--- src/hw/irq_err_defs.vh ---
// Purpose: Constants for the interrupt and command error flag registers
// Assumes: 8-bit register data, 6-bit register address
// Notes: Included by the two register design files of this block, not by the synchroniser
`ifndef IRQ_ERR_DEFS_VH
`define IRQ_ERR_DEFS_VH

// -----------------------------------------------------------------
// Register addresses
// -----------------------------------------------------------------
`define ADDR_MISC_IRQ_FLAGS 6'h05
`define ADDR_CMD_ERROR_FLAGS 6'h06

// -----------------------------------------------------------------
// Miscellaneous interrupt register fields
// -----------------------------------------------------------------
`define MISC_SET_CLEAR_BIT 7
`define MISC_EXT_EDGE_BIT 4
`define MISC_CHECKSUM_BIT 2
`define MISC_LOW_MASK 8'h0f
`define MISC_IRQ_MASK 8'h14

// -----------------------------------------------------------------
// Command error register fields
// -----------------------------------------------------------------
`define ERR_WRITE_MISUSE_BIT 7
`define ERR_OVERTEMP_BIT 6
`define ERR_RESERVED_BIT 5
`define ERR_OVERFLOW_BIT 4
`define ERR_COLLISION_BIT 3
`define ERR_CHECKSUM_BIT 2
`define ERR_PARITY_BIT 1
`define ERR_FRAME_START_BIT 0
`define ERR_RESET_VALUE 8'h00
`define ERR_KEEP_ON_CMD 8'h40
`define ERR_RX_STARTUP_CLEAR 8'h0f

`endif

--- src/hw/edge_sync.v ---
// Purpose: Three-stage synchroniser with agreed-level edge detection
// Assumes: Input is asynchronous to clk
// Notes: A change counts once stages two and three agree on it

`timescale 1ns/1ps

module edge_sync (
	// Clock and reset
	input wire clk,
	input wire nrst,
	// Raw pin and detected edge
	input wire pinIn,
	output reg edgeSeen
);

	reg stage1;
	reg stage2;
	reg stage3;
	reg level;

	// -----------------------------------------------------------------
	// Synchroniser chain; stage1 feeds only stage2 to limit metastability
	// -----------------------------------------------------------------
	always @(posedge clk) begin
		if (!nrst) begin
			stage1 <= 1'b0;
			stage2 <= 1'b0;
			stage3 <= 1'b0;
			level <= 1'b0;
			edgeSeen <= 1'b0;
		end else begin
			stage1 <= pinIn;
			stage2 <= stage1;
			stage3 <= stage2;
			edgeSeen <= 1'b0;
			// Either direction counts once the two late stages agree
			if ((stage2 == stage3) && (stage3 != level)) begin
				level <= stage3;
				edgeSeen <= 1'b1;
			end
		end
	end

endmodule

--- src/hw/misc_irq_reg.v ---
// Purpose: Miscellaneous interrupt flag register with set/clear select
// Assumes: Events are one-cycle pulses on clk
// Notes: Only bits 4 and 2 are stored; others read zero

`include "irq_err_defs.vh"
`timescale 1ns/1ps

module misc_irq_reg (
	// Clock and reset
	input wire clk,
	input wire nrst,
	// Host write
	input wire wrEn,
	input wire [7:0] wrData,
	// Events
	input wire extEdge,
	input wire checksumDone,
	// Register value
	output reg [7:0] flags
);

	reg [7:0] next_flags;
	reg [7:0] written;

	// Host write first, hardware sets last so a set wins over a clear
	always @* begin
		next_flags = flags;
		written = wrData & `MISC_IRQ_MASK;
		if (wrEn) begin
			if (wrData[`MISC_SET_CLEAR_BIT])
				next_flags = flags | written;
			else
				next_flags = flags & ~written;
		end
		if (extEdge)
			next_flags[`MISC_EXT_EDGE_BIT] = 1'b1;
		if (checksumDone)
			next_flags[`MISC_CHECKSUM_BIT] = 1'b1;
		next_flags = next_flags & `MISC_IRQ_MASK;
	end

	// -----------------------------------------------------------------
	// Flag storage; no hardware clear path exists
	// -----------------------------------------------------------------
	always @(posedge clk) begin
		if (!nrst) begin
			flags <= 8'h00;
		end else begin
			flags <= next_flags;
		end
	end

endmodule

--- src/hw/irq_and_error_status_regs.v ---
// Purpose: Interrupt and command error status registers of a reader front end
// Assumes: Host register port is a simple strobe interface on clk
// Notes: Event inputs from same-clock engines are single-cycle pulses

`include "irq_err_defs.vh"
`timescale 1ns/1ps

module irq_and_error_status_regs (
	// Clock and reset
	input wire clk,
	input wire nrst,
	// Host register port
	input wire regWrite,
	input wire regRead,
	input wire [5:0] regAddr,
	input wire [7:0] regWrData,
	output reg [7:0] regRdData,
	// Card-side pin
	input wire card_side_serial_input,
	// Command state
	input wire cmdStart,
	input wire standalone_checksum_cmd,
	input wire card_authenticate_cmd,
	input wire checksumAllProcessed,
	// FIFO and RF events
	input wire hostFifoWrite,
	input wire engineFifoWrite,
	input wire fifoFull,
	input wire rfLastTxSent,
	input wire rfLastRxDone,
	// Receiver events
	input wire rxStartup,
	input wire rate106k,
	input wire typeA,
	input wire rx_checksum_check_enable,
	input wire collisionSeen,
	input wire checksumFail,
	input wire parityFail,
	input wire badStartOfFrame,
	input wire authByteCountBad,
	// Temperature sensor
	input wire overheat,
	// Status outputs
	output reg any_error_irq,
	output reg antennaOff,
	output reg [7:0] misc_irq_flags,
	output reg [7:0] command_error_flags
);

	// -----------------------------------------------------------------
	// Internal signals
	// -----------------------------------------------------------------
	wire extEdge;
	wire [7:0] miscValue;
	reg rfWindow;
	reg [7:0] errFlags;
	reg [7:0] next_errFlags;
	reg [7:0] next_rdData;
	reg overheatSync1;
	reg overheatSync2;
	reg overheatSync3;
	reg overheatLevel;

	// Address match helper shared by read and write decode
	function addrHit;
		input [5:0] addr;
		input [5:0] target;
		begin
			addrHit = (addr == target);
		end
	endfunction

	// -----------------------------------------------------------------
	// Card-side pin edge detection
	// -----------------------------------------------------------------
	edge_sync u_edge_sync (
		.clk(clk),
		.nrst(nrst),
		.pinIn(card_side_serial_input),
		.edgeSeen(extEdge)
	);

	// -----------------------------------------------------------------
	// Miscellaneous interrupt register
	// -----------------------------------------------------------------
	// only host writes clear flags
	misc_irq_reg u_misc_irq_reg (
		.clk(clk),
		.nrst(nrst),
		.wrEn(regWrite && addrHit(regAddr, `ADDR_MISC_IRQ_FLAGS)),
		.wrData(regWrData),
		.extEdge(extEdge),
		.checksumDone(standalone_checksum_cmd && checksumAllProcessed),
		.flags(miscValue)
	);

	// -----------------------------------------------------------------
	// Overheat input; sensor may be asynchronous, so three stages
	// -----------------------------------------------------------------
	always @(posedge clk) begin
		if (!nrst) begin
			overheatSync1 <= 1'b0;
			overheatSync2 <= 1'b0;
			overheatSync3 <= 1'b0;
			overheatLevel <= 1'b0;
		end else begin
			overheatSync1 <= overheat;
			overheatSync2 <= overheatSync1;
			overheatSync3 <= overheatSync2;
			if (overheatSync2 == overheatSync3)
				overheatLevel <= overheatSync3;
		end
	end

	// -----------------------------------------------------------------
	// RF window between last sent bit and last received bit
	// -----------------------------------------------------------------
	always @(posedge clk) begin
		if (!nrst) begin
			rfWindow <= 1'b0;
		end else if (rfLastRxDone) begin
			rfWindow <= 1'b0;
		end else if (rfLastTxSent) begin
			rfWindow <= 1'b1;
		end
	end

	// -----------------------------------------------------------------
	// Error flag next state
	// -----------------------------------------------------------------
	// Clears come first and sets last, so an event in a clearing cycle
	// is kept. Host register writes never reach this logic.
	always @* begin
		next_errFlags = errFlags;
		if (cmdStart)
			next_errFlags = errFlags & `ERR_KEEP_ON_CMD;
		if (rxStartup)
			next_errFlags = next_errFlags & ~`ERR_RX_STARTUP_CLEAR;
		if (hostFifoWrite && (card_authenticate_cmd || rfWindow))
			next_errFlags[`ERR_WRITE_MISUSE_BIT] = 1'b1;
		if (overheatLevel)
			next_errFlags[`ERR_OVERTEMP_BIT] = 1'b1;
		if ((hostFifoWrite || engineFifoWrite) && fifoFull)
			next_errFlags[`ERR_OVERFLOW_BIT] = 1'b1;
		if (collisionSeen && rate106k)
			next_errFlags[`ERR_COLLISION_BIT] = 1'b1;
		if (checksumFail && rx_checksum_check_enable)
			next_errFlags[`ERR_CHECKSUM_BIT] = 1'b1;
		// parity at 106 kBd type A
		if (parityFail && rate106k && typeA)
			next_errFlags[`ERR_PARITY_BIT] = 1'b1;
		if ((badStartOfFrame && rate106k) || (authByteCountBad && card_authenticate_cmd))
			next_errFlags[`ERR_FRAME_START_BIT] = 1'b1;
		next_errFlags[`ERR_RESERVED_BIT] = 1'b0;
	end

	// -----------------------------------------------------------------
	// Error register; holds since no write path exists
	// -----------------------------------------------------------------
	always @(posedge clk) begin
		if (!nrst) begin
			errFlags <= `ERR_RESET_VALUE;
		end else begin
			errFlags <= next_errFlags;
		end
	end

	// -----------------------------------------------------------------
	// Read data mux; unmapped addresses read zero
	// -----------------------------------------------------------------
	always @* begin
		next_rdData = regRdData;
		if (regRead) begin
			if (addrHit(regAddr, `ADDR_MISC_IRQ_FLAGS))
				next_rdData = miscValue;
			else if (addrHit(regAddr, `ADDR_CMD_ERROR_FLAGS))
				next_rdData = errFlags;
			else
				next_rdData = 8'h00;
		end
	end

	// -----------------------------------------------------------------
	// Registered outputs
	// -----------------------------------------------------------------
	always @(posedge clk) begin
		if (!nrst) begin
			regRdData <= 8'h00;
			any_error_irq <= 1'b0;
			antennaOff <= 1'b0;
			misc_irq_flags <= 8'h00;
			command_error_flags <= `ERR_RESET_VALUE;
		end else begin
			regRdData <= next_rdData;
			any_error_irq <= (next_errFlags != 8'h00);
			antennaOff <= next_errFlags[`ERR_OVERTEMP_BIT];
			misc_irq_flags <= miscValue;
			command_error_flags <= next_errFlags;
		end
	end

endmodule

--- config.mk ---
export PLATFORM = sky130hd
export DESIGN_NAME = irq_and_error_status_regs
export DESIGN_NICKNAME = d
export VERILOG_FILES = /design/src/hw/edge_sync.v /design/src/hw/misc_irq_reg.v /design/src/hw/irq_and_error_status_regs.v
export VERILOG_INCLUDE_DIRS = /design/src /design/src/hw
export SDC_FILE = /design/constraint.sdc
export NUM_CORES = 1
export LEC_CHECK = 0
export ABC_AREA = 0
export BUFFER_PORTS_ARGS = -buffer_cell sky130_fd_sc_hd__buf_2
export CELL_PAD_IN_SITES_DETAIL_PLACEMENT = 1
export CELL_PAD_IN_SITES_GLOBAL_PLACEMENT = 1
export CORE_ASPECT_RATIO = 0.75
export CORE_MARGIN = 1.5
export CORE_UTILIZATION = 36
export CTS_BUF_LIST = sky130_fd_sc_hd__clkbuf_4 sky130_fd_sc_hd__clkbuf_8 sky130_fd_sc_hd__clkbuf_16
export CTS_CLUSTER_DIAMETER = 80
export DETAILED_ROUTE_END_ITERATION = 6
export PLACE_DENSITY = 0.91
export SYNTH_ARGS = -nofsm -noshare
export SYNTH_HDL_FRONTEND = slang
export SYNTH_HIERARCHICAL = 1
export SYNTH_SLANG_ARGS = --single-unit
--- constraint.sdc ---
create_clock -name clk -period 3.05 [get_ports clk]
set_clock_uncertainty 0.05 [all_clocks]
set_input_delay 0 -clock clk [delete_from_list [all_inputs] [get_ports clk]]
set_output_delay 0 -clock clk [all_outputs]
set_load 0.005 [all_outputs]
==> out/summary.md, run 1 <==
The flow ran to the end, and the final reports show no timing, DRC or antenna violations. The run gives 3610 sq um as the total core area. TritonCTS built the clock tree. The worst setup path is launched from an input pin.

Yosys printed 6 warnings. Die footprint: 4120 sq um. For the count of mapped cells out of synthesis, the log shows 132.

TritonCTS buffer count: 5. After synthesis, the mean cell area works out to 10.2 sq um. The logs give 1245 for the via count of the first global-routing pass and 0 for the number of antenna violations at the first check in global routing. In this run the deepest clock path goes through 2 buffers. Broken down by cell family, the worst path's largest delay share belongs to simple AND/OR/NAND/NOR gates. The repair_antennas step left the layout with diodes totalling 0.

The root buffer cell chosen for the clock tree is sky130_fd_sc_hd__clkbuf_8. The via count was 1188; the xor and xnor fraction of the mapped netlist area was 0%. Summing the areas of all fa, ha and maj instances in the mapped netlist gives 0% of the synthesized area. Summed over all cells, the static leakage comes to 0.860 nW. The number of different library cells used by synthesis comes to 32. By area, the combinational part of the netlist is dominated by simple AND/OR/NAND/NOR gates. The critical path goes through buf_2 -> or4b_4 -> nor3b_4 -> and2_1 -> nand2_1 -> o311a_1 -> dlygate4sd3_1. For the finished layout, the period the worst path requires is 2.12 ns.

The half-perimeter wire length after placement was 2.38 mm; the combined buffer and inverter count along the critical path was 2. The die is 73.6 um wide. From bottom edge to top edge, the die measures 55.9 um.

After synthesis, the share of cell area in mux cells is 0%. For this configuration, the core starts out at a cell density of 37.2%. The run gives 0.000226 V as the maximum resistive drop on vdd.

The worst pin sits at a relative slew slack of 64.5%. After routing the design area is 1900 sq um. At the end of the flow the core is filled with cells to 52.5%. The slowest stage of the critical path belongs to the cell sky130_fd_sc_hd__or4b_4. The areal power density over the cells was 554 nW/um^2. Summing the sequential cell areas from Yosys gives 53.6% of the chip area. The first global-routing pass estimated 5.68 mm of wire. The final routed wirelength across all metal layers was 3.40 mm. Summing the areas of all compound-gate instances in the mapped netlist gives 19.6% of the synthesized area.

The largest stage delay on the critical path is 0.57 ns. The average routed wire per standard cell works out to 13.3 um. Arrival time of the worst setup path: 2.25 ns. Counting every sink on the clock net gives 36. At the end of routability-driven placement, the weighted congestion stood at 0.760.

The global-route usage over all layers is 18.6%, and the number of optimization iterations in the first detailed-route pass is 4. The detail route stage leaves a number of antenna-violating nets equal to 0. The logs give 0 for the count of final hold-check violations and 38 for the maximum number of pins on one net before global-route repair. Setup repair after global routing left no endpoint under its margin. The run gives 0 as the final max-slew violation count. The run gives 471 MHz as the highest clock frequency the design can meet.

The floorplan has 19 rows. In the final timing run, aggregate negative setup slack is 0 ns. The kind of end point of the critical path was a flop.

For the number of endpoints failing setup at the final stage, the log shows 0. Class of the worst hold path: input pin to flop. After detailed routing, the number of remaining DRC violations is 0.

For the pin with the worst max-slew slack, the measured transition is 0.532 ns. In this run, the number of DRC markers left after iteration 0 of detailed routing was 57. The H-tree was split into 2 levels.

After Yosys synthesis, and, or, nand and nor cells account for 20.1% of the synthesized area. In the final layout, the share of cells above drive strength 1 is 36.0%. The critical path is of the input pin to flop type.

The number of storage elements in the synthesis netlist was 36; the total global routing overflow was 0. On the final layout, the worst hold slack is 0.0188 ns. The maximum fanout along the worst path is 9, and the netlist area before placement is 1350 sq um. The tool flagged a number of max-cap violations equal to 0. Pin placement for this block handled 64 I/O pins. The count of buffers added on input and output ports is 57. For this run, the post-layout net count is 240. Once placement finished, the instance area stood at 1640 sq um. Using the TritonRoute via totals, the vias-per-cell ratio works out to 4.66. Relative to the synthesized area, the layout overhead comes to 40.9%. At the later pin of the worst-skew pair, clock insertion delay measures 0.29 ns. The final period utilization was 69.6%; the required time of the critical path was 3.17 ns. Clock-pin slew of the registers on the worst-case setup and hold paths: 0.07 ns.
==> final cells by class <==
cell class,instances,area [sq um]
Inverter,2,7.51
Clock buffer,7,96.3
Timing Repair Buffer,70,415
Multi-Input combinational cell,87,561
Sequential cell,36,721
Tap cell,52,65.1
Fill cell,439,1720
Clock inverter,1,30.0
==> cells in the final DEF, fill, tap and decap left out, types with 2 or more instances in the layout <==
| cell type | instances |
|---|---|
| sky130_fd_sc_hd__buf_2 | 57 |
| sky130_fd_sc_hd__dfxtp_1 | 36 |
| sky130_fd_sc_hd__and2_1 | 15 |
| sky130_fd_sc_hd__dlygate4sd3_1 | 13 |
| sky130_fd_sc_hd__o21ai_0 | 11 |
| sky130_fd_sc_hd__a22oi_1 | 8 |
| sky130_fd_sc_hd__a21oi_1 | 8 |
| sky130_fd_sc_hd__conb_1 | 7 |
| sky130_fd_sc_hd__clkbuf_8 | 7 |
| sky130_fd_sc_hd__nor2b_1 | 5 |
| sky130_fd_sc_hd__nor2_1 | 4 |
| sky130_fd_sc_hd__nand2_1 | 3 |
| sky130_fd_sc_hd__and2_2 | 3 |
| sky130_fd_sc_hd__inv_1 | 2 |
| sky130_fd_sc_hd__nand2b_1 | 2 |
| sky130_fd_sc_hd__nand3_1 | 2 |
| sky130_fd_sc_hd__a211o_1 | 2 |
| sky130_fd_sc_hd__o311a_1 | 2 |
==> routing by layer <==
metal	wire (um)	up-vias	global-route usage, %
met1	1510	554	22.0
met2	1580	41	29.6
met4	69	0	8.47
met5	0	-	0
li1	-	588	-
met3	245	5	7.07
==> Yosys cell counts <==
library cell | count | area (sq um)
sky130_fd_sc_hd__nand2b_1 | 2 | 12.5
sky130_fd_sc_hd__clkbuf_1 | 4 | 15.0
sky130_fd_sc_hd__and2_1 | 15 | 93.8
sky130_fd_sc_hd__nor3b_4 | 1 | 18.8
sky130_fd_sc_hd__o31a_1 | 1 | 8.76
sky130_fd_sc_hd__a211o_1 | 2 | 17.5
sky130_fd_sc_hd__nor3b_1 | 1 | 7.51
sky130_fd_sc_hd__a32oi_1 | 1 | 8.76
sky130_fd_sc_hd__conb_1 | 2 | 7.51
sky130_fd_sc_hd__inv_1 | 2 | 7.51
sky130_fd_sc_hd__o21a_1 | 1 | 7.51
sky130_fd_sc_hd__nand2_2 | 1 | 6.26
sky130_fd_sc_hd__nand2_1 | 3 | 11.3
sky130_fd_sc_hd__a21oi_1 | 8 | 40.0
sky130_fd_sc_hd__dfxtp_1 | 36 | 721
sky130_fd_sc_hd__nand4_1 | 1 | 6.26
sky130_fd_sc_hd__a21boi_1 | 1 | 7.51
sky130_fd_sc_hd__buf_4 | 8 | 60.1
sky130_fd_sc_hd__a22oi_1 | 8 | 60.1
sky130_fd_sc_hd__a21boi_0 | 1 | 7.51
sky130_fd_sc_hd__nor3b_2 | 1 | 12.5
sky130_fd_sc_hd__or4b_4 | 1 | 13.8
sky130_fd_sc_hd__nand3_1 | 2 | 10.0
sky130_fd_sc_hd__a222oi_1 | 1 | 10.0
sky130_fd_sc_hd__o31ai_2 | 1 | 12.5
sky130_fd_sc_hd__a22o_1 | 1 | 8.76
sky130_fd_sc_hd__o21ai_0 | 11 | 55.1
sky130_fd_sc_hd__nor2b_1 | 5 | 31.3
sky130_fd_sc_hd__and2_2 | 3 | 22.5
sky130_fd_sc_hd__o311a_1 | 2 | 20.0
sky130_fd_sc_hd__nor2_1 | 4 | 15.0
sky130_fd_sc_hd__nand4b_1 | 1 | 8.76
==> state kept, by name, summed over array words and instances (netlist names) <==
signal,cells
any_error_irq,1
command_error_flags,7
misc_irq_flags,8
overheatLevel,1
overheatSync1,1
overheatSync2,1
overheatSync3,1
regRdData,8
rfWindow,1
u_edge_sync/edgeSeen,1
u_edge_sync/level,1
u_edge_sync/stage1,1
u_edge_sync/stage2,1
u_edge_sync/stage3,1
u_misc_irq_reg/flags,2
==> worst register-to-register path: stages, from the launching register on <==
cell                            delay (ns)
sky130_fd_sc_hd__dfxtp_1              0.34
sky130_fd_sc_hd__a222oi_1             0.31
sky130_fd_sc_hd__dlygate4sd3_1        0.60
sky130_fd_sc_hd__nor2b_1              0.04
==> report_power, final <==
| group | leakage, nW | internal [mW] | switching [mW] |
|---|---|---|---|
| Sequential | 0.296 | 0.490 | 0.0109 |
| Combinational | 0.500 | 0.0541 | 0.0415 |
| Clock | 0.0645 | 0.288 | 0.166 |
| Total | 0.860 | 0.832 | 0.218 |
==> per-stage QoR <==
| stage | total power [mW] | instances | worst slack, ns |
|---|---|---|---|
| 3_3_place_gp | 0.591 | 234 | 1.23 |
| 5_1_grt | 1.10 | 255 | 0.833 |
| 4_1_cts | 1.06 | 255 | 0.935 |
| 6_report | 1.05 | 255 | 0.928 |
| 2_1_floorplan | 0.553 | 137 | 1.47 |
| 3_5_place_dp | 0.595 | 234 | 1.18 |
==> cells by family (layout without fill, tap and decap cells) <==
kind of cell / Yosys count / count (layout)
AND/OR/NAND/NOR: 41 / 41
AO/OA/AOI/OAI: 39 / 39
flip-flops: 36 / 36
buffers and inverters: 14 / 80
other: 2 / 7
==> repair_timing <==
action                    4_1_cts  5_1_grt
buffers inserted                0        0
hold buffers                   13        0
gates resized for setup         0        0
hold endpoints to repair        8        0
==> path summary, 6_finish.rpt <==
path | start | end | slack [ns] | depth (start not counted)
min | cmdStart | command_error_flags[7]$_SDFF_PN0_ | 0.02 | 4
min reg2reg | overheatSync1$_SDFF_PN0_ | overheatSync2$_SDFF_PN0_ | 0.39 | 1
max reg2reg | command_error_flags[0]$_SDFF_PN0_ | command_error_flags[0]$_SDFF_PN0_ | 1.61 | 3
max | regAddr[5] | u_misc_irq_reg/flags[4]$_SDFFE_PN0P_ | 0.93 | 7
Note: power is estimated with default switching activity, not from simulation.
==> run 2: changes to the inputs <==
--- a/config.mk
+++ b/config.mk
@@ -12,11 +12,11 @@
 export CELL_PAD_IN_SITES_GLOBAL_PLACEMENT = 1
 export CORE_ASPECT_RATIO = 0.75
 export CORE_MARGIN = 1.5
-export CORE_UTILIZATION = 36
+export CORE_UTILIZATION = 30
 export CTS_BUF_LIST = sky130_fd_sc_hd__clkbuf_4 sky130_fd_sc_hd__clkbuf_8 sky130_fd_sc_hd__clkbuf_16
 export CTS_CLUSTER_DIAMETER = 80
 export DETAILED_ROUTE_END_ITERATION = 6
-export PLACE_DENSITY = 0.91
+export PLACE_DENSITY = 0.82
 export SYNTH_ARGS = -nofsm -noshare
 export SYNTH_HDL_FRONTEND = slang
 export SYNTH_HIERARCHICAL = 1
==> constraint.sdc (replaced) <==
create_clock -name clk -period 1.8 [get_ports clk]
set_clock_uncertainty 0.05 [all_clocks]
set_input_delay 0 -clock clk [delete_from_list [all_inputs] [get_ports clk]]
set_output_delay 0 -clock clk [all_outputs]
set_load 0.005 [all_outputs]
==> run 2 against run 1 <==
Compared with the run above: first-iteration DRC count down 19%; register-to-register slack worse by 1.3 ns; sequential share of layout area up 0.95 points; cell count up 0.78%; worst setup slack worse by 0.66 ns; global-route usage down 3.0 points; critical path depth down 2; critical endpoint is now command_error_flags[0]$_SDFF_PN0_; largest power group unchanged.
==> out/summary.md, run 2 (synthesized netlist as in run 1, its figures left out) <==
The count of standard-cell rows is 20 (+1). The tools report the internal power of the cells as 1.20 mW (+44%). For the finished layout, the period the worst path requires is 1.53 ns. The buffer type at the clock tree root is sky130_fd_sc_hd__clkbuf_8.

The post-place instance area came out at 1660 sq um (+1.1%). For the number of inserted filler cells in the final layout, the log shows 509 (+16%). The flow ran to the end, and the final reports show no timing, DRC or antenna violations.

The switching share of power came out at 23.2% (+2.4 points). The final max-slew violation count came out at 0 (unchanged). The register share of total power is 54.5% (+6.8 points). The fraction of final layout cells with drive strength greater than 1 came out at 36.6% (+0.67 points). Worst-path cell with the longest stage delay: sky130_fd_sc_hd__dlygate4sd3_1. The most common library cell in the layout ignoring fill and taps was sky130_fd_sc_hd__buf_2. The count of cells along the worst hold path was 3 (-1); the maximum number of pins on one net before global-route repair was 38 (unchanged). Grouping stages by cell kind, the critical path spends the most delay in buffers and inverters.

Half-perimeter wire length after placement: 2.56 mm (+7.7%). The combined buffer and inverter count along the critical path is 3 (+1), and the count of final hold-check violations is 0 (unchanged). The setup slack on the worst flop-to-flop path is 0.29 ns (-1.32 ns). The run gives 0.696 (-8.4%) as the final weighted congestion of routability-driven global placement. For the arrival time of the worst setup path, the log shows 1.67 ns (-0.58 ns). The endpoint identified for the worst register-to-register timing path is command_error_flags[0]$_SDFF_PN0_.

For the H-tree depth, the log shows 2 (unchanged). The logs give 2 (unchanged) for the maximum buffer depth of the clock tree and 1190 (+0.17%) for the via count. The switching power total is 0.362 mW (+66%), and the worst reg-to-reg path cell count is 3 (unchanged). Setup repair after global routing left no endpoint under its margin. TritonCTS built the clock tree.

In this run the most critical hold path is launched from parityFail. The path with the worst hold slack has its endpoint at command_error_flags[1]$_SDFF_PN0_. The portion of total power attributed to combinational logic was 10.4% (+1.3 points); the required time of the critical path was 1.94 ns (-1.23 ns). The run gives 0 (unchanged) as the total global routing overflow.

The transition time at the pin with the least slew margin works out to 0.533 ns (+0.000543 ns). The worst setup path is launched from an input pin. Largest stage delay on the critical path: 0.61 ns (+0.04 ns). The number of vias per cell was 4.63 (-0.61%). Walking the worst path, the cells encountered are dlygate4sd3_1 -> buf_2 -> a222oi_1 -> dlygate4sd3_1 -> nor2b_1. The run gives 4180 sq um (+16%) as the total core area.

The post-layout net count is 240 (unchanged). The area added between synthesis and finish was 37.5%; the top-level I/O count was 64 (unchanged). In the layout the commonest cells are sky130_fd_sc_hd__buf_2, sky130_fd_sc_hd__dfxtp_1, sky130_fd_sc_hd__and2_1. The die boundary width came out at 80.3 um (+9.2%). The final routed wirelength across all metal layers is 3.49 mm (+2.8%), and the average routed wire per standard cell is 13.6 um (+2.0%).

The part of the power in the clock network came out at 35.1% (-8.1 points). The clock-pin slew of the registers on the worst-case setup and hold paths came out at 0.07 ns (about the same). The tools report the kind of end point of the critical path as a flop. The run gives 19.3% (-2.6 points) as the met1 global-route usage.

Counting stages on the worst path, the most repeated cell is sky130_fd_sc_hd__dlygate4sd3_1. The category of the critical setup timing path was input pin to flop. The first-pass GRT wire length came out at 5.55 mm (-2.3%).

The number of antenna cells inserted is 0 (unchanged). The global routing stage identified its most utilized layer as met2. The run gives 0.29 ns (about the same) as the clock latency of the later-clocked register in the worst-skew pair. For the number of antenna violations at the first check in global routing, the log shows 0 (unchanged). The initial detailed-routing violation count was 46 (-19%); the final period utilization was 85.1%. The number of clock sinks is 36 (unchanged), and the vertical die dimension is 61.0 um (+9.0%). Global-route usage over all layers: 15.6% (-3.0 points). Leakage power summed over all cells: 0.843 nW (-2.0%). Startpoint of the worst register-to-register path: command_error_flags[0]$_SDFF_PN0_. The tools report the TritonCTS buffer count as 5 (unchanged).

The number of port buffers works out to 57 (unchanged). The tools report the met3 track utilization from global routing as 3.76% (-3.3 points). The total negative slack for setup checks was 0 ns (unchanged); the number of endpoints failing setup at the final stage was 0 (unchanged). Timing would allow up to 653 MHz. The number of setup buffers added after CTS is 0 (unchanged). The max capacitance violation total is 0 (unchanged). In this run the worst hold path is classified as input pin to flop. The largest registers in the layout are misc_irq_flags: 8 flops, regRdData: 8 flops, command_error_flags: 7 flops. Worst relative slew slack: 64.5% (about the same). The post-placement cell count was 239 (+2.1%); the post-route non-filler standard cell count was 257 (+0.78%).

The tools report the die footprint as 4900 sq um (+19%). The logs give 0 (unchanged) for the remaining number of nets flagged by the antenna check after routing and 4 (unchanged) for the number of optimization iterations in the first detailed-route pass. Final standard cell area without fillers: 1850 sq um (-2.4%). The maximum resistive drop on vdd came out at 0.000351 V (+56%). The areal power density over the cells works out to 844 nW/um^2 (+52%). For the remaining design rule violation count, the log shows 0 (unchanged). The logs give 26.3% (-3.3 points) for the global-route met2 utilization and 1201 (-3.5%) for the via count of the first global-routing pass.

The starting density of the core is 32.2% (-5.0 points). The maximum fanout along the worst path is 2 (-7).
-- run 2: worst max-delay path by stage --
stage	from	to	slack (ns)	depth (start not counted)
after floorplan	regAddr[5]	u_misc_irq_reg/flags[4]$_SDFFE_PN0P_	0.22	5
after global placement	regAddr[5]	u_misc_irq_reg/flags[2]$_SDFFE_PN0P_	0.18	6
after detailed placement	regAddr[5]	u_misc_irq_reg/flags[2]$_SDFFE_PN0P_	0.16	6
after CTS	authByteCountBad	command_error_flags[0]$_SDFF_PN0_	0.31	5
after global routing	authByteCountBad	command_error_flags[0]$_SDFF_PN0_	0.22	5
final	authByteCountBad	command_error_flags[0]$_SDFF_PN0_	0.27	5
-- run 2: worst reg2reg max path: stages (launching register included) --
cell	delay, ns
sky130_fd_sc_hd__dfxtp_1	0.34
sky130_fd_sc_hd__a222oi_1	0.36
sky130_fd_sc_hd__dlygate4sd3_1	0.61
sky130_fd_sc_hd__nor2b_1	0.04
-- run 2: stage by stage --
stage	worst slack, ns	power [mW]	hold slack [ns]	util [%]
finish	0.268	1.56	0.0131	44.3
CTS	0.306	1.57	0.0186	44.3
global route	0.217	1.63	0.0416	44.3
detailed placement	0.158	1.01	0.120	39.7
global placement	0.179	1.00	0.115	39.7
floorplan	0.216	0.937	0.0261	-
-- run 2: metal layers --
metal	share of wire, %	wire, um
met5	0	0
met4	1.5	52
met3	6.3	221
met2	44	1520
met1	49	1700
-- run 2: power groups by stage --
stage               Combinational [mW]  Sequential [mW]  Clock, mW
floorplan                       0.0710            0.866          0
global placement                 0.138            0.867          0
detailed placement               0.143            0.868          0
CTS                              0.163            0.850      0.557
global route                     0.182            0.853      0.599
finish                           0.163            0.850      0.548
-- run 2: layout make-up --
class / instances / area (sq um) / share of cell area [%]
clock buffer: 6 / 76.3 / 4.13
clock inverter: 1 / 5.00 / 0.271
inverter: 2 / 7.51 / 0.406
multi-input combinational: 87 / 561 / 30.3
sequential: 36 / 721 / 39.0
tap: 55 / 68.8 / 3.72
timing repair buffer: 70 / 410 / 22.2
-- run 2: repair_timing --
item / in CTS / in global routing
setup endpoints to repair: 0 / 0
hold buffers: 11 / 0
hold endpoints to repair: 8 / 0
gates resized for setup: 0 / 0
==> run 3: changes to the inputs <==
==> constraint.sdc (replaced) <==
create_clock -name clk -period 1.8 [get_ports clk]
set_clock_uncertainty 0.05 [all_clocks]
set_input_delay 0.09 -clock clk [delete_from_list [all_inputs] [get_ports clk]]
set_output_delay 0.09 -clock clk [all_outputs]
set_load 0.005 [all_outputs]
==> run 3 against run 2 <==
Compared with the run above: cell count shrank 3.1%; combinational power is 9% lower; final area is 4.3% lower; critical path type unchanged; critical endpoint is now u_misc_irq_reg/flags[2]$_SDFFE_PN0P_.
==> out/summary.md, run 3 (synthesized netlist as in run 1, its figures left out) <==
The tools report the kind of end point of the critical path as a flop. The remaining number of nets flagged by the antenna check after routing is 0 (unchanged), and the number of setup buffers added after CTS is 0 (unchanged). The number of endpoints failing setup at the final stage is 0 (unchanged), and the areal power density over the cells is 870 nW/um^2 (+3.1%).

The root buffer cell chosen for the clock tree is sky130_fd_sc_hd__clkbuf_8. In the layout the commonest cells are sky130_fd_sc_hd__buf_2, sky130_fd_sc_hd__dfxtp_1, sky130_fd_sc_hd__and2_1. The total global routing overflow came out at 0 (unchanged). The average routed wire per standard cell was 14.0 um (+3.4%); the die boundary width was 80.3 um (unchanged).

The vertical die dimension came out at 61.0 um (unchanged). The fraction of final layout cells with drive strength greater than 1 is 38.1% (+1.5 points), and the final weighted congestion of routability-driven global placement is 0.695 (-0.19%). Transition time at the pin with the least slew margin: 0.509 ns (-0.0233 ns). The global-route usage over all layers is 15.8% (+0.20 points), and the clock-pin slew of the registers on the worst-case setup and hold paths is 0.07 ns (about the same).

The setup path with the least slack is of type input pin to flop. For the die footprint, the log shows 4900 sq um (unchanged). The count of final hold-check violations is 0 (unchanged), and the remaining design rule violation count is 0 (unchanged). The count of standard-cell rows is 20 (unchanged), and the via count is 1169 (-1.8%). For the post-layout net count, the log shows 232 (-3.3%).

The logs give 4 (unchanged) for the number of optimization iterations in the first detailed-route pass and 249 (-3.1%) for the post-route non-filler standard cell count. The via count of the first global-routing pass was 1220 (+1.6%); the final routed wirelength across all metal layers was 3.50 mm (+0.20%). In the final layout, the registers with the most flip-flops are misc_irq_flags: 8 flops, regRdData: 8 flops, command_error_flags: 7 flops. The class of the worst hold path was input pin to flop. The tools report the top-level I/O count as 64 (unchanged).

The area added between synthesis and finish was 31.5%; the half-perimeter wire length after placement was 2.70 mm (+5.4%). The element type at the critical path start is an input pin. For the leakage power summed over all cells, the log shows 0.808 nW (-4.2%). The number of vias per cell was 4.69 (+1.4%).

The first-pass GRT wire length is 5.62 mm (+1.2%), and the maximum fanout along the worst path is 4 (+2). The max capacitance violation total was 0 (unchanged). The overall power of the completed layout is 1.54 mW (-1.3%).

The run gives 1.92 ns (-0.02 ns) as the required time of the critical path. Setup repair after global routing left no endpoint under its margin. The number of antenna cells inserted came out at 0 (unchanged). Arrival time of the worst setup path: 1.56 ns (-0.11 ns). The worst setup slack after layout was 0.365 ns (+0.0969 ns); the number of clock sinks was 36 (unchanged). The logs give 66.0% (+1.6 points) for the worst relative slew slack and 0 ns (unchanged) for the total negative slack for setup checks.

The flow ran to the end, and the final reports show no timing, DRC or antenna violations. The minimum clock period after layout works out to 1.44 ns (-0.0969 ns). The number of resized instances in the post-cts repair step is 0 (unchanged). The maximum buffer depth of the clock tree was 2 (unchanged). TritonCTS built the clock tree. Initial detailed-routing violation count: 37 (-20%). The number of port buffers was 57 (unchanged).

The library cell used most frequently in the layout, excluding fill and tap cells, is sky130_fd_sc_hd__buf_2. Final max-slew violation count: 0 (unchanged). For the hold buffer count at CTS, the log shows 3 (-8). The number of antenna violations at the first check in global routing is 0 (unchanged), and the highest clock frequency the design can meet is 697 MHz (+6.7%).

The maximum number of pins on one net before global-route repair came out at 38 (unchanged). The run gives 32.2% (unchanged) as the starting density of the core. The logs give 4180 sq um (unchanged) for the total core area and 5 (unchanged) for the TritonCTS buffer count.

The tools report the maximum resistive drop on vdd as 0.000272 V (-22%). The post-placement cell count came out at 239 (unchanged). The clock latency of the later-clocked register in the worst-skew pair was 0.28 ns (about the same); the final period utilization was 79.7% (-5.4 points).

The logs give 2 (unchanged) for the H-tree depth and 0.0755 ns (-0.0822 ns) for the pre-CTS setup slack.
## run 3: changes by cell type in the layout (fill, tap and decap cells not counted), sizes merged
cell         change
dlygate4sd3      -8
## run 3: worst paths after layout
path	start	endpoint	slack, ns	cells past startpoint
worst max register to register	command_error_flags[0]$_SDFF_PN0_	any_error_irq$_SDFF_PN0_	0.52	3
worst min-delay path	regWrData[7]	u_misc_irq_reg/flags[4]$_SDFFE_PN0P_	0.03	2
worst min register to register	overheatSync1$_SDFF_PN0_	overheatSync2$_SDFF_PN0_	0.39	1
worst max-delay path	regAddr[5]	u_misc_irq_reg/flags[2]$_SDFFE_PN0P_	0.36	6
## run 3: area by class of cell
class / count / area [sq um]
Timing Repair Buffer: 62 / 330
Sequential cell: 36 / 721
Clock buffer: 6 / 76.3
Inverter: 2 / 7.51
Tap cell: 55 / 68.8
Fill cell: 506 / 2410
Multi-Input combinational cell: 87 / 561
Clock inverter: 1 / 5.00
## run 3: critical path, stage by stage
cell and delay [ns]:
sky130_fd_sc_hd__buf_2 0.10, sky130_fd_sc_hd__or4b_4 0.57, sky130_fd_sc_hd__nor3b_4 0.24, sky130_fd_sc_hd__and2_1 0.22, sky130_fd_sc_hd__nand2_1 0.07, sky130_fd_sc_hd__o311a_1 0.28
## run 3: metrics by stage
stage / hold slack [ns] / area [sq um] / util, %
detailed placement: 0.211 / 1660 / 39.7
finish: 0.0266 / 1770 / 42.3
global placement: 0.205 / 1660 / 39.7
global route: 0.0332 / 1770 / 42.3
floorplan: 0.116 / 1360 / -
CTS: 0.0220 / 1770 / 42.3
## run 3: power by group
part | internal (mW) | switching (mW)
logic | 0.0782 | 0.0703
clock network | 0.278 | 0.264
registers | 0.831 | 0.0190
## run 3: routing by layer
metal	part of all wire, %	wire length (um)	track usage, %
met5	0	0	0
met3	6.9	243	4.06
met4	1.2	41	6.90
met2	45	1580	27.1
met1	47	1640	19.0
